$ cat config.mk
export PLATFORM = sky130hd
export DESIGN_NAME = spi_serial_port_unit
export DESIGN_NICKNAME = d
export VERILOG_FILES = /design/src/rtl/spi_pkg.sv /design/src/rtl/input_sync.sv /design/src/rtl/spi_serial_port_unit.sv
export SDC_FILE = /design/constraint.sdc
export NUM_CORES = 1
export LEC_CHECK = 0
export BUFFER_PORTS_ARGS = -buffer_cell sky130_fd_sc_hd__buf_4
export CORE_MARGIN = 1
export CORE_UTILIZATION = 45
export CTS_BUF_LIST = sky130_fd_sc_hd__clkbuf_8
export CTS_CLUSTER_SIZE = 8
export DETAILED_ROUTE_END_ITERATION = 10
export GPL_ROUTABILITY_DRIVEN = 0
export HOLD_SLACK_MARGIN = 0.03
export PLACE_DENSITY = 0.71
export RECOVER_POWER = 50
export SLEW_MARGIN = 10
export SYNTH_ARGS = -nofsm -noshare
export SYNTH_HDL_FRONTEND = slang
export SYNTH_HIERARCHICAL = 1
export SYNTH_SLANG_ARGS = --single-unit
$ cat constraint.sdc
create_clock -name ref_clk -period 13.2 [get_ports ref_clk]
set_input_delay 2.64 -clock ref_clk [delete_from_list [all_inputs] [get_ports ref_clk]]
set_output_delay 2.64 -clock ref_clk [all_outputs]
set_load 0.005 [all_outputs]
$ cat src/rtl/spi_pkg.sv
package spi_pkg;

    // register indices on the local register port
    localparam logic [2:0] OFS_STATUS_CONTROL = 3'h0;
    localparam logic [2:0] OFS_CONTROL_PRIMARY = 3'h1;
    localparam logic [2:0] OFS_CONTROL_FRAMING = 3'h2;
    localparam logic [2:0] OFS_DATA_BUFFER = 3'h3;
    localparam logic [2:0] OFS_EVENT_STATUS = 3'h4;
    localparam logic [2:0] OFS_EVENT_MASK = 3'h5;

    // status and control fields
    localparam int STAT_PORT_ENABLE = 15;
    localparam int STAT_HALT_IN_IDLE = 13;
    localparam int STAT_RX_OVERFLOW = 6;
    localparam int STAT_TX_FULL = 1;
    localparam int STAT_RX_FULL = 0;

    // primary control fields
    localparam int CP_INT_CLK_DISABLE = 12;
    localparam int CP_DATA_OUT_DISABLE = 11;
    localparam int CP_WORD_WIDTH = 10;
    localparam int CP_SAMPLE_PHASE = 9;
    localparam int CP_CLOCK_EDGE = 8;
    localparam int CP_SELECT_ENABLE = 7;
    localparam int CP_CLOCK_POLARITY = 6;
    localparam int CP_MASTER_ENABLE = 5;
    localparam int CP_SEC_PRESCALE_LSB = 2;
    localparam int CP_PRI_PRESCALE_LSB = 0;

    // framing control fields
    localparam int CF_FRAMED_ENABLE = 15;
    localparam int CF_SYNC_DIRECTION = 14;
    localparam int CF_SYNC_POLARITY = 13;
    localparam int CF_SYNC_EDGE = 1;

    // reset values and writable bits
    localparam logic [15:0] RESET_VALUE = 16'h0000;
    localparam logic [15:0] PRIMARY_WMASK = 16'h1FFF;
    localparam logic [15:0] FRAMING_WMASK = 16'hE002;

    // event bits: receive done, transmit value taken, overflow
    localparam int EV_RX_DONE = 0;
    localparam int EV_TX_TAKEN = 1;
    localparam int EV_OVERFLOW = 2;
    localparam int EV_COUNT = 3;

    // prescaler ratios and transfer counts
    localparam logic [6:0] PRI_RATIO_64 = 7'h40;
    localparam logic [6:0] PRI_RATIO_16 = 7'h10;
    localparam logic [6:0] PRI_RATIO_4 = 7'h04;
    localparam logic [6:0] PRI_RATIO_1 = 7'h01;
    localparam logic [3:0] SEC_RATIO_MAX = 4'h8;
    localparam logic [5:0] BYTE_BITS = 6'h08;
    localparam logic [5:0] WORD_BITS = 6'h10;
    localparam logic [5:0] FRAME_LEAD_TICKS = 6'h02;
    localparam int SYNC_WIDTH = 3;

    typedef enum logic [0:0] {
        ST_IDLE = 1'b0,
        ST_RUN = 1'b1
    } xfer_state_t;

    typedef struct packed {
        logic [2:0] addr;
        logic [15:0] wdata;
        logic wr;
        logic rd;
    } bus_req_t;

    typedef struct packed {
        logic shift_clock_out;
        logic shift_clock_oe_n;
        logic serial_out;
        logic serial_out_oe_n;
        logic select_out;
        logic select_oe_n;
    } pin_out_t;

endpackage

$ cat src/rtl/input_sync.sv
module input_sync
    import spi_pkg::*;
(
    // clock and reset
    input wire logic ref_clk,
    input wire logic rst_n,
    // asynchronous inputs and their synchronised copies
    input wire logic [SYNC_WIDTH-1:0] async_in,
    output logic [SYNC_WIDTH-1:0] sync_out
);

    // two flops per pin; the first is read only by the second
    genvar i;
    generate
        for (i = 0; i < SYNC_WIDTH; i++) begin : g_bit
            logic meta_q;
            logic hold_q;
            always_ff @(posedge ref_clk) begin
                if (!rst_n) begin
                    meta_q <= 1'b0;
                    hold_q <= 1'b0;
                end else begin
                    meta_q <= async_in[i];
                    hold_q <= meta_q;
                end
            end
            assign sync_out[i] = hold_q;
        end
    endgenerate

endmodule // input_sync

$ cat src/rtl/spi_serial_port_unit.sv
// How it works
// - one 16-bit shift register; software sees only the buffer registers.
// - master drives the shift clock pin unless the internal clock is disabled; slave takes it as input.
// - select pin low selects the slave when select use is enabled.
// - new value while buffer unread is dropped and overflow set.
// - buffer write sets transmit-full; loading the shift register clears it.
// - finished transfer sets receive-full; reading the buffer clears it.
// - width select picks 16-bit or 8-bit transfers.
// - framed mode turns the select pin into a frame sync line.
// - sync direction set receives the pulse, clear generates it.
module spi_serial_port_unit
    import spi_pkg::*;
(
    // system
    input wire logic ref_clk,
    input wire logic rst_n,
    // register port
    input wire bus_req_t bus_req,
    output logic [15:0] rd_data,
    // serial pins
    input wire logic shift_clock_pin,
    input wire logic serial_in_pin,
    input wire logic select_pin,
    output pin_out_t pins,
    // core power state
    input wire logic core_idle,
    // interrupt
    output logic irq
);

    // registers
    logic port_enable_q;
    logic halt_in_idle_q;
    logic receive_overflow_flag_q;
    logic transmit_buffer_full_q;
    logic receive_buffer_full_q;
    logic [15:0] ctrl_primary_q;
    logic [15:0] ctrl_framing_q;
    logic [15:0] transmit_holding_buffer_q;
    logic [15:0] receive_holding_buffer_q;
    logic [15:0] shift_register_q;
    logic [EV_COUNT-1:0] ev_status_q;
    logic [EV_COUNT-1:0] ev_mask_q;
    logic [15:0] rd_data_q;
    pin_out_t pins_q;
    xfer_state_t state_q;
    xfer_state_t state_d;
    logic [5:0] idx_q;
    logic [8:0] div_q;
    logic latch_q;
    logic clk_level_q;
    logic clk_prev_q;

    // register strobes
    logic wr_stat;
    logic wr_prim;
    logic wr_frm;
    logic wr_buf;
    logic wr_evs;
    logic wr_evm;
    logic rd_buf;
    assign wr_stat = bus_req.wr && bus_req.addr == OFS_STATUS_CONTROL;
    assign wr_prim = bus_req.wr && bus_req.addr == OFS_CONTROL_PRIMARY;
    assign wr_frm = bus_req.wr && bus_req.addr == OFS_CONTROL_FRAMING;
    assign wr_buf = bus_req.wr && bus_req.addr == OFS_DATA_BUFFER;
    assign wr_evs = bus_req.wr && bus_req.addr == OFS_EVENT_STATUS;
    assign wr_evm = bus_req.wr && bus_req.addr == OFS_EVENT_MASK;
    assign rd_buf = bus_req.rd && bus_req.addr == OFS_DATA_BUFFER;

    // configuration fields
    logic internal_clock_disable;
    logic data_out_pin_disable;
    logic word_width_select;
    logic sample_phase_select;
    logic clock_edge_select;
    logic slave_select_enable;
    logic clock_polarity_select;
    logic master_enable;
    logic [2:0] secondary_prescale;
    logic [1:0] primary_prescale;
    logic framed_mode_enable;
    logic frame_sync_direction;
    logic frame_sync_polarity;
    logic frame_sync_edge_select;
    assign internal_clock_disable = ctrl_primary_q[CP_INT_CLK_DISABLE];
    assign data_out_pin_disable = ctrl_primary_q[CP_DATA_OUT_DISABLE];
    assign word_width_select = ctrl_primary_q[CP_WORD_WIDTH];
    assign sample_phase_select = ctrl_primary_q[CP_SAMPLE_PHASE];
    assign clock_edge_select = ctrl_primary_q[CP_CLOCK_EDGE];
    assign slave_select_enable = ctrl_primary_q[CP_SELECT_ENABLE];
    assign clock_polarity_select = ctrl_primary_q[CP_CLOCK_POLARITY];
    assign master_enable = ctrl_primary_q[CP_MASTER_ENABLE];
    assign secondary_prescale = ctrl_primary_q[CP_SEC_PRESCALE_LSB +: 3];
    assign primary_prescale = ctrl_primary_q[CP_PRI_PRESCALE_LSB +: 2];
    assign framed_mode_enable = ctrl_framing_q[CF_FRAMED_ENABLE];
    assign frame_sync_direction = ctrl_framing_q[CF_SYNC_DIRECTION];
    assign frame_sync_polarity = ctrl_framing_q[CF_SYNC_POLARITY];
    assign frame_sync_edge_select = ctrl_framing_q[CF_SYNC_EDGE];

    // pin synchronisers: clock, data in, select
    logic [SYNC_WIDTH-1:0] pin_s;
    logic clk_s;
    logic din_s;
    logic sel_s;
    input_sync u_sync (
        .ref_clk(ref_clk),
        .rst_n(rst_n),
        .async_in({select_pin, serial_in_pin, shift_clock_pin}),
        .sync_out(pin_s)
    );
    assign clk_s = pin_s[0];
    assign din_s = pin_s[1];
    assign sel_s = pin_s[2];

    // mode decode; sample phase only counts in master mode
    logic active;
    logic is_master;
    logic gen_frame;
    logic smp_eff;
    logic [5:0] nbits;
    logic [5:0] lead;
    logic [5:0] total;
    assign active = port_enable_q && !(halt_in_idle_q && core_idle);
    assign is_master = master_enable;
    assign gen_frame = framed_mode_enable && !frame_sync_direction;
    assign smp_eff = sample_phase_select && is_master;
    assign nbits = word_width_select ? WORD_BITS : BYTE_BITS;
    // a preceding pulse takes one whole bit time before the data
    assign lead = (framed_mode_enable && !frame_sync_edge_select) ?
        FRAME_LEAD_TICKS : 6'h00;
    // end-of-time sampling needs one half period more when edge bit is 0
    assign total = 6'((nbits << 1) + {5'h00, smp_eff && !clock_edge_select});

    // prescaler: one half period is half the combined ratio
    logic [6:0] pri_ratio;
    logic [3:0] sec_ratio;
    logic [10:0] ratio;
    logic [8:0] half_m1;
    always_comb begin
        case (primary_prescale)
            2'h0: pri_ratio = PRI_RATIO_64;
            2'h1: pri_ratio = PRI_RATIO_16;
            2'h2: pri_ratio = PRI_RATIO_4;
            default: pri_ratio = PRI_RATIO_1;
        endcase
    end
    assign sec_ratio = SEC_RATIO_MAX - {1'b0, secondary_prescale};
    assign ratio = 11'(pri_ratio * sec_ratio);
    assign half_m1 = (ratio[9:1] == 9'h000) ? 9'h000 : ratio[9:1] - 9'h001;

    // tick sources: divider in master, pin edges in slave
    logic div_tick;
    logic clk_edge;
    logic lead_edge;
    logic frame_in;
    logic slave_ok;
    logic abort;
    logic tick;
    assign div_tick = state_q == ST_RUN && div_q == half_m1;
    assign clk_edge = clk_s != clk_prev_q;
    assign lead_edge = clk_s != clock_polarity_select;
    assign frame_in = sel_s == frame_sync_polarity;
    always_comb begin
        if (framed_mode_enable)
            slave_ok = state_q == ST_RUN || frame_in;
        else if (slave_select_enable)
            slave_ok = !sel_s;
        else
            slave_ok = 1'b1;
    end
    // deselect in the middle of a slave transfer drops it
    assign abort = state_q == ST_RUN && !is_master && !framed_mode_enable &&
        slave_select_enable && sel_s;
    assign tick = active && !abort && (is_master ? div_tick :
        (clk_edge && slave_ok && (state_q == ST_RUN || lead_edge)));

    // bit position within the transfer
    logic [5:0] idx_n;
    logic [5:0] pos;
    logic in_data;
    logic sample_tick;
    logic shift_tick;
    logic in_bit;
    logic done;
    logic load;
    logic start;
    assign idx_n = idx_q + 6'h01;
    assign pos = idx_n - lead;
    assign in_data = tick && idx_n > lead;
    // edge bit set: output moves on trailing edges, input on leading
    assign sample_tick = clock_edge_select ? pos[0] : !pos[0];
    assign shift_tick = clock_edge_select ? !pos[0] :
        ((pos[0] && pos >= 6'h03) || pos == total);
    assign in_bit = (smp_eff || (!clock_edge_select && pos == total)) ?
        din_s : latch_q;
    assign done = in_data && pos == total;
    assign start = state_q == ST_IDLE && is_master && active &&
        transmit_buffer_full_q;
    assign load = state_q == ST_IDLE && active && transmit_buffer_full_q &&
        !tick;

    // transfer state
    always_comb begin
        state_d = state_q;
        case (state_q)
            ST_IDLE: begin
                if (start || (tick && !is_master))
                    state_d = ST_RUN;
            end
            ST_RUN: begin
                if (done || abort || !port_enable_q)
                    state_d = ST_IDLE;
            end
            default: state_d = ST_IDLE;
        endcase
    end

    always_ff @(posedge ref_clk) begin
        if (!rst_n)
            state_q <= ST_IDLE;
        else if (!port_enable_q)
            state_q <= ST_IDLE;
        else
            state_q <= state_d;
    end

    // tick position and divider
    always_ff @(posedge ref_clk) begin
        if (!rst_n) begin
            idx_q <= 6'h00;
            div_q <= 9'h000;
        end else begin
            if (state_d == ST_IDLE)
                idx_q <= 6'h00;
            else if (tick)
                idx_q <= idx_n;
            if (state_q != ST_RUN || div_tick)
                div_q <= 9'h000;
            else if (active)
                div_q <= div_q + 9'h001;
        end
    end

    // shift register: loaded from transmit holding, fed one bit per shift
    logic [15:0] sh_next;
    assign sh_next = {shift_register_q[14:0], in_bit};
    always_ff @(posedge ref_clk) begin
        if (!rst_n) begin
            shift_register_q <= RESET_VALUE;
            latch_q <= 1'b0;
        end else begin
            if (load)
                shift_register_q <= transmit_holding_buffer_q;
            else if (in_data && shift_tick)
                shift_register_q <= sh_next;
            if (in_data && sample_tick && !smp_eff)
                latch_q <= din_s;
        end
    end

    // master clock level: toggles for every tick up to the last bit
    always_ff @(posedge ref_clk) begin
        if (!rst_n) begin
            clk_level_q <= 1'b0;
            clk_prev_q <= 1'b0;
        end else begin
            clk_prev_q <= clk_s;
            if (state_q != ST_RUN)
                clk_level_q <= clock_polarity_select;
            else if (tick && idx_n <= 6'(lead + (nbits << 1)))
                clk_level_q <= !clk_level_q;
        end
    end

    // buffer flags and holding registers; hardware set wins over clear
    logic rx_unread;
    logic [15:0] rx_value;
    assign rx_unread = receive_buffer_full_q && !rd_buf;
    assign rx_value = word_width_select ? sh_next : {8'h00, sh_next[7:0]};
    always_ff @(posedge ref_clk) begin
        if (!rst_n) begin
            transmit_holding_buffer_q <= RESET_VALUE;
            receive_holding_buffer_q <= RESET_VALUE;
            transmit_buffer_full_q <= 1'b0;
            receive_buffer_full_q <= 1'b0;
        end else begin
            if (wr_buf) begin
                transmit_holding_buffer_q <= bus_req.wdata;
                transmit_buffer_full_q <= 1'b1;
            end else if (load) begin
                transmit_buffer_full_q <= 1'b0;
            end
            if (done && !rx_unread) begin
                receive_holding_buffer_q <= rx_value;
                receive_buffer_full_q <= 1'b1;
            end else if (rd_buf) begin
                receive_buffer_full_q <= 1'b0;
            end
        end
    end

    // overflow: set by a dropped value, cleared only by software
    logic ovf_set;
    assign ovf_set = done && rx_unread;
    always_ff @(posedge ref_clk) begin
        if (!rst_n)
            receive_overflow_flag_q <= 1'b0;
        else if (ovf_set)
            receive_overflow_flag_q <= 1'b1;
        else if (wr_stat && !bus_req.wdata[STAT_RX_OVERFLOW])
            receive_overflow_flag_q <= 1'b0;
    end

    // control registers; the lowest framing bit is not stored
    always_ff @(posedge ref_clk) begin
        if (!rst_n) begin
            port_enable_q <= 1'b0;
            halt_in_idle_q <= 1'b0;
            ctrl_primary_q <= RESET_VALUE;
            ctrl_framing_q <= RESET_VALUE;
        end else begin
            if (wr_stat) begin
                port_enable_q <= bus_req.wdata[STAT_PORT_ENABLE];
                halt_in_idle_q <= bus_req.wdata[STAT_HALT_IN_IDLE];
            end
            if (wr_prim)
                ctrl_primary_q <= bus_req.wdata & PRIMARY_WMASK;
            if (wr_frm)
                ctrl_framing_q <= bus_req.wdata & FRAMING_WMASK;
        end
    end

    // events: sticky, write one to clear, set wins
    logic [EV_COUNT-1:0] ev_set;
    always_comb begin
        ev_set = '0;
        ev_set[EV_RX_DONE] = done && !rx_unread;
        ev_set[EV_TX_TAKEN] = load;
        ev_set[EV_OVERFLOW] = ovf_set;
    end
    always_ff @(posedge ref_clk) begin
        if (!rst_n) begin
            ev_status_q <= '0;
            ev_mask_q <= '0;
        end else begin
            if (wr_evs)
                ev_status_q <= (ev_status_q & ~bus_req.wdata[EV_COUNT-1:0]) |
                    ev_set;
            else
                ev_status_q <= ev_status_q | ev_set;
            if (wr_evm)
                ev_mask_q <= bus_req.wdata[EV_COUNT-1:0];
        end
    end
    assign irq = |(ev_status_q & ev_mask_q);

    // read data: valid only in the cycle after the read strobe
    logic [15:0] rd_mux;
    always_comb begin
        rd_mux = 16'h0000;
        case (bus_req.addr)
            OFS_STATUS_CONTROL: begin
                rd_mux[STAT_PORT_ENABLE] = port_enable_q;
                rd_mux[STAT_HALT_IN_IDLE] = halt_in_idle_q;
                rd_mux[STAT_RX_OVERFLOW] = receive_overflow_flag_q;
                rd_mux[STAT_TX_FULL] = transmit_buffer_full_q;
                rd_mux[STAT_RX_FULL] = receive_buffer_full_q;
            end
            OFS_CONTROL_PRIMARY: rd_mux = ctrl_primary_q;
            OFS_CONTROL_FRAMING: rd_mux = ctrl_framing_q;
            OFS_DATA_BUFFER: rd_mux = receive_holding_buffer_q;
            OFS_EVENT_STATUS: rd_mux[EV_COUNT-1:0] = ev_status_q;
            OFS_EVENT_MASK: rd_mux[EV_COUNT-1:0] = ev_mask_q;
            default: rd_mux = 16'h0000;
        endcase
    end
    always_ff @(posedge ref_clk) begin
        if (!rst_n)
            rd_data_q <= 16'h0000;
        else
            rd_data_q <= bus_req.rd ? rd_mux : 16'h0000;
    end
    assign rd_data = rd_data_q;

    // pin stage: all pin values registered so they line up
    logic selected;
    logic frame_out;
    assign selected = is_master || framed_mode_enable ||
        !slave_select_enable || !sel_s;
    // pulse covers the first bit time of the frame
    assign frame_out = (state_q == ST_RUN && idx_q < FRAME_LEAD_TICKS) ?
        frame_sync_polarity : !frame_sync_polarity;
    always_ff @(posedge ref_clk) begin
        if (!rst_n) begin
            pins_q <= '{1'b0, 1'b1, 1'b0, 1'b1, 1'b1, 1'b1};
        end else begin
            pins_q.shift_clock_out <= clk_level_q;
            pins_q.shift_clock_oe_n <= !(port_enable_q && is_master &&
                !internal_clock_disable);
            pins_q.serial_out <= word_width_select ?
                shift_register_q[15] : shift_register_q[7];
            pins_q.serial_out_oe_n <= !(port_enable_q && selected &&
                !data_out_pin_disable);
            pins_q.select_out <= frame_out;
            pins_q.select_oe_n <= !(port_enable_q && gen_frame);
        end
    end
    assign pins = pins_q;

endmodule // spi_serial_port_unit

==> run summary <==
After clock tree synthesis, the flow added hold-fix buffers numbering 0. The logs give 0.2200 for the global-route usage over all layers and 0 for the buffers inserted during post-CTS setup optimization. The count of clock tree sinks was 123; the vertical extent of the die was 123.6 um. The total of warnings raised by yosys is 6, and the highest achievable clock rate is 0.1423 GHz.

Tracing the worst setup path back leads to its startpoint at rst_n. The tools report the number of global-route vias before repair as 5183. Among the stages of the critical path, the cell type that occurs most often is sky130_fd_sc_hd__clkbuf_1. Clock-pin slew reported for the worst setup and hold paths after clock tree synthesis: 0.07 ns. Ranked by instance count, the synthesized netlist is headed by sky130_fd_sc_hd__nand2_1, sky130_fd_sc_hd__dfxtp_1, sky130_fd_sc_hd__mux2i_1, sky130_fd_sc_hd__nor2_1, sky130_fd_sc_hd__clkbuf_1. For this run, the leading register cell type out of synthesis is sky130_fd_sc_hd__dfxtp_1.

The min-delay analysis places its worst path in the category flop to flop. The worst setup path is launched from an input port. The share of layout cells above drive strength 1 came out at 0.1153. The repair_antennas step left the layout with diodes totalling 0.

Maximum clock insertion buffer count: 2. The run finished, with violations left. The post-synthesis async set-or-reset flop share works out to 0.

Setup repair after global routing left no endpoint under its margin. At the pin with the least slew margin, the transition time is 3.725 ns. The static leakage is 3.012 nW.

The total iterations of the first detailed-routing run came out at 8. In this run the count of I/O pins placed on the die edge is 50. The category of the worst setup path capture point is a flop. The post-detailed-placement half-perimeter wirelength came out at 11.05 mm.

At the placement stage, the worst setup path has a slack of 7.749 ns. In this run, synthesis inferred 0 flip-flops with an integrated enable. The number of design rule violations left after detail routing was 1.

TritonCTS built the clock tree. The floorplan die area came out at 15290 um2. For the clock latency on the worst-skew pair, the log shows 0.45 ns. The run gives 17 as the number of buffers added by the clock tree synthesis step. The slack of the critical path is 6.172 ns. Entering global routing, the biggest net connects 97 pins. For this design the ratio of total power to cell area is 110.0 nW/um2. The H-tree was split into 4 levels. The slowest stage of the critical path belongs to the cell sky130_fd_sc_hd__clkbuf_1.

The antenna violation net count after detailed routing was 0. For the number of pins exceeding their max-slew limit in the final report, the log shows 127. During placement, the flow inserted port buffers numbering 49.

The die outline width works out to 123.6 um. Summing every instance area after synthesis gives 6658 um2. The detail-routed net length per standard cell is 15.68 um.

The number of failing hold endpoints at the final stage was 0. Clock skew after layout: 0.008882 ns. For the worst setup path, the data arrival time is 7.40 ns. The DRC marker count from the first detailed-route iteration came out at 384.

The final standard cell utilization of the core was 0.5193. The tree is rooted in a sky130_fd_sc_hd__clkbuf_8. The largest stage delay on the critical path was 2.67 ns. The final count of negative-setup-slack endpoints came out at 0. The synthesis-to-finish area growth works out to 12.93%. The worst register-to-register path begins at ctrl_primary_q[2]. The core region is 14480 um2. Number of nets in the layout: 857.

In the routed layout, each cell is associated on average with a via count of 5.599. Maximum vdd ir drop: 0.00007677 V. The starting density of the core is 0.4598, and the period utilization is 0.5324. The share of the synthesized area in the top cell type was 0.3699.

The cell row count was 44. Synthesis produced a netlist with a net count of 836. The number of antenna violations at the first check in global routing is 0, and the minimum period implied by the final worst setup slack is 7.028 ns.

Synthesized area divided by synthesized cell count: 8.427 um2. The number of distinct library cell variants in the gate-level netlist after synthesis was 73; the total routed wirelength was 15.81 mm. The biggest area contributor in the post-synthesis netlist is sky130_fd_sc_hd__dfxtp_1. After technology mapping, the gate count stands at 790.

For this run the aggregate overflow at the end of global routing stands at 0. The via total after detailed routing is 5644. The checks that failed: DRC, capacitance limit, slew limit.

Worst slew margin relative to its limit: -1.483. The critical path goes through clkbuf_1, clkbuf_1, nand3_1, nor2_1. For the worst setup path, the data required time is 13.57 ns. The maximum fanout along the worst path was 96. Across the run, the number of max-cap violations was 2. After synthesis, the cell types taking the most area are sky130_fd_sc_hd__dfxtp_1, sky130_fd_sc_hd__mux2i_1, sky130_fd_sc_hd__nand2_1. The tools report the part of the Yosys area used for sequential elements as 0.3699.

In this run the most critical hold path is launched from u_sync/g_bit[2].meta_q. The logs give 25.74 mm for the first-pass GRT wire length and 0 ns for the setup TNS. The library cell with the highest instance count after synthesis is sky130_fd_sc_hd__nand2_1. The worst setup path is of the input port to flop kind. Post-CTS repair changed the size of 0 cells. The synthesized design contains 123 register bits.
## state kept, by name, indices dropped and copies added (netlist names), 3 cells and up
name,count
idx_q,6
ctrl_framing_q,4
u_sync/g_bit.hold_q,3
u_sync/g_bit.meta_q,3
receive_holding_buffer_q,16
ctrl_primary_q,13
transmit_holding_buffer_q,16
div_q,9
rd_data,16
shift_register_q,16
ev_status_q,3
ev_mask_q,3
pins,6
## per-layer routing
layer	wire, um	vias to the layer above	GRT usage
met2	6927	176	0.3372
met5	0	-	0
met1	7617	2629	0.3046
li1	-	2816	-
met3	1001	23	0.04808
met4	258	0	0.07380
## where the power goes
part           total (mW)  internal (mW)  switching, mW
logic              0.0513         0.0216         0.0297
registers           0.378          0.375        0.00367
clock network       0.398          0.245          0.153
total               0.827          0.641          0.186
## final timing paths
path / to / slack (ns) / depth (start not counted)
worst max register to register: receive_holding_buffer_q[5] / 7.71 / 17
worst min register to register: u_sync/g_bit[2].hold_q / 0.43 / 1
worst max-delay path: rd_data[9] / 6.17 / 4
worst min-delay path: u_sync/g_bit[2].hold_q / 0.43 / 1
## stage by stage
| stage | area [um2] | cells | total power [mW] | hold WS [ns] |
|---|---|---|---|---|
| detailed placement | 7066 | 976 | 0.4372 | 0.4202 |
| global placement | 7066 | 976 | 0.4369 | 0.4149 |
| global route | 7518 | 1008 | 0.8530 | 0.4617 |
| CTS | 7545 | 1008 | 0.8305 | 0.4291 |
| finish | 7518 | 1008 | 0.8272 | 0.4275 |
| floorplan | 6658 | 790 | 0.4208 | 0.4118 |
## final cells by class
type | instances | area, um2
Fill cell | 1394 | 6960
Multi-Input combinational cell | 593 | 3892
Sequential cell | 123 | 2462
Timing Repair Buffer | 52 | 364.1
Clock buffer | 21 | 289.0
Tap cell | 184 | 230.2
Clock inverter | 11 | 190.2
Inverter | 24 | 90.09
## cells by family after synthesis
kind of cell             after synthesis  synth area share
adder cells (fa/ha/maj)               19           0.03796
AO/OA/AOI/OAI                        148            0.1622
flip-flops                           123            0.3699
AND/OR/NAND/NOR                      335            0.2466
buffers and inverters                 74           0.04548
XOR/XNOR                              27           0.03759
multiplexers                          64            0.1004
## critical path: cells and delay by family
kind / cells / cell delay [ns]
AND/OR/NAND/NOR: 2 / 1.41
buffers and inverters: 2 / 3.28
## placed cells by master (no fill, tap or decap), types with 14 or more instances in the layout
cell type,count
sky130_fd_sc_hd__buf_4,26
sky130_fd_sc_hd__ha_1,17
sky130_fd_sc_hd__nor3_1,16
sky130_fd_sc_hd__nor2_1,43
sky130_fd_sc_hd__a21boi_0,36
sky130_fd_sc_hd__clkbuf_8,21
sky130_fd_sc_hd__nor2b_1,22
sky130_fd_sc_hd__o211ai_1,19
sky130_fd_sc_hd__mux2i_1,60
sky130_fd_sc_hd__inv_1,26
sky130_fd_sc_hd__clkbuf_4,19
sky130_fd_sc_hd__nand2_1,139
sky130_fd_sc_hd__dfxtp_1,123
sky130_fd_sc_hd__a21oi_1,22
sky130_fd_sc_hd__nand3_1,22
sky130_fd_sc_hd__or3_1,21
sky130_fd_sc_hd__xnor2_1,14
No activity file was read; power rests on OpenSTA's default activity.
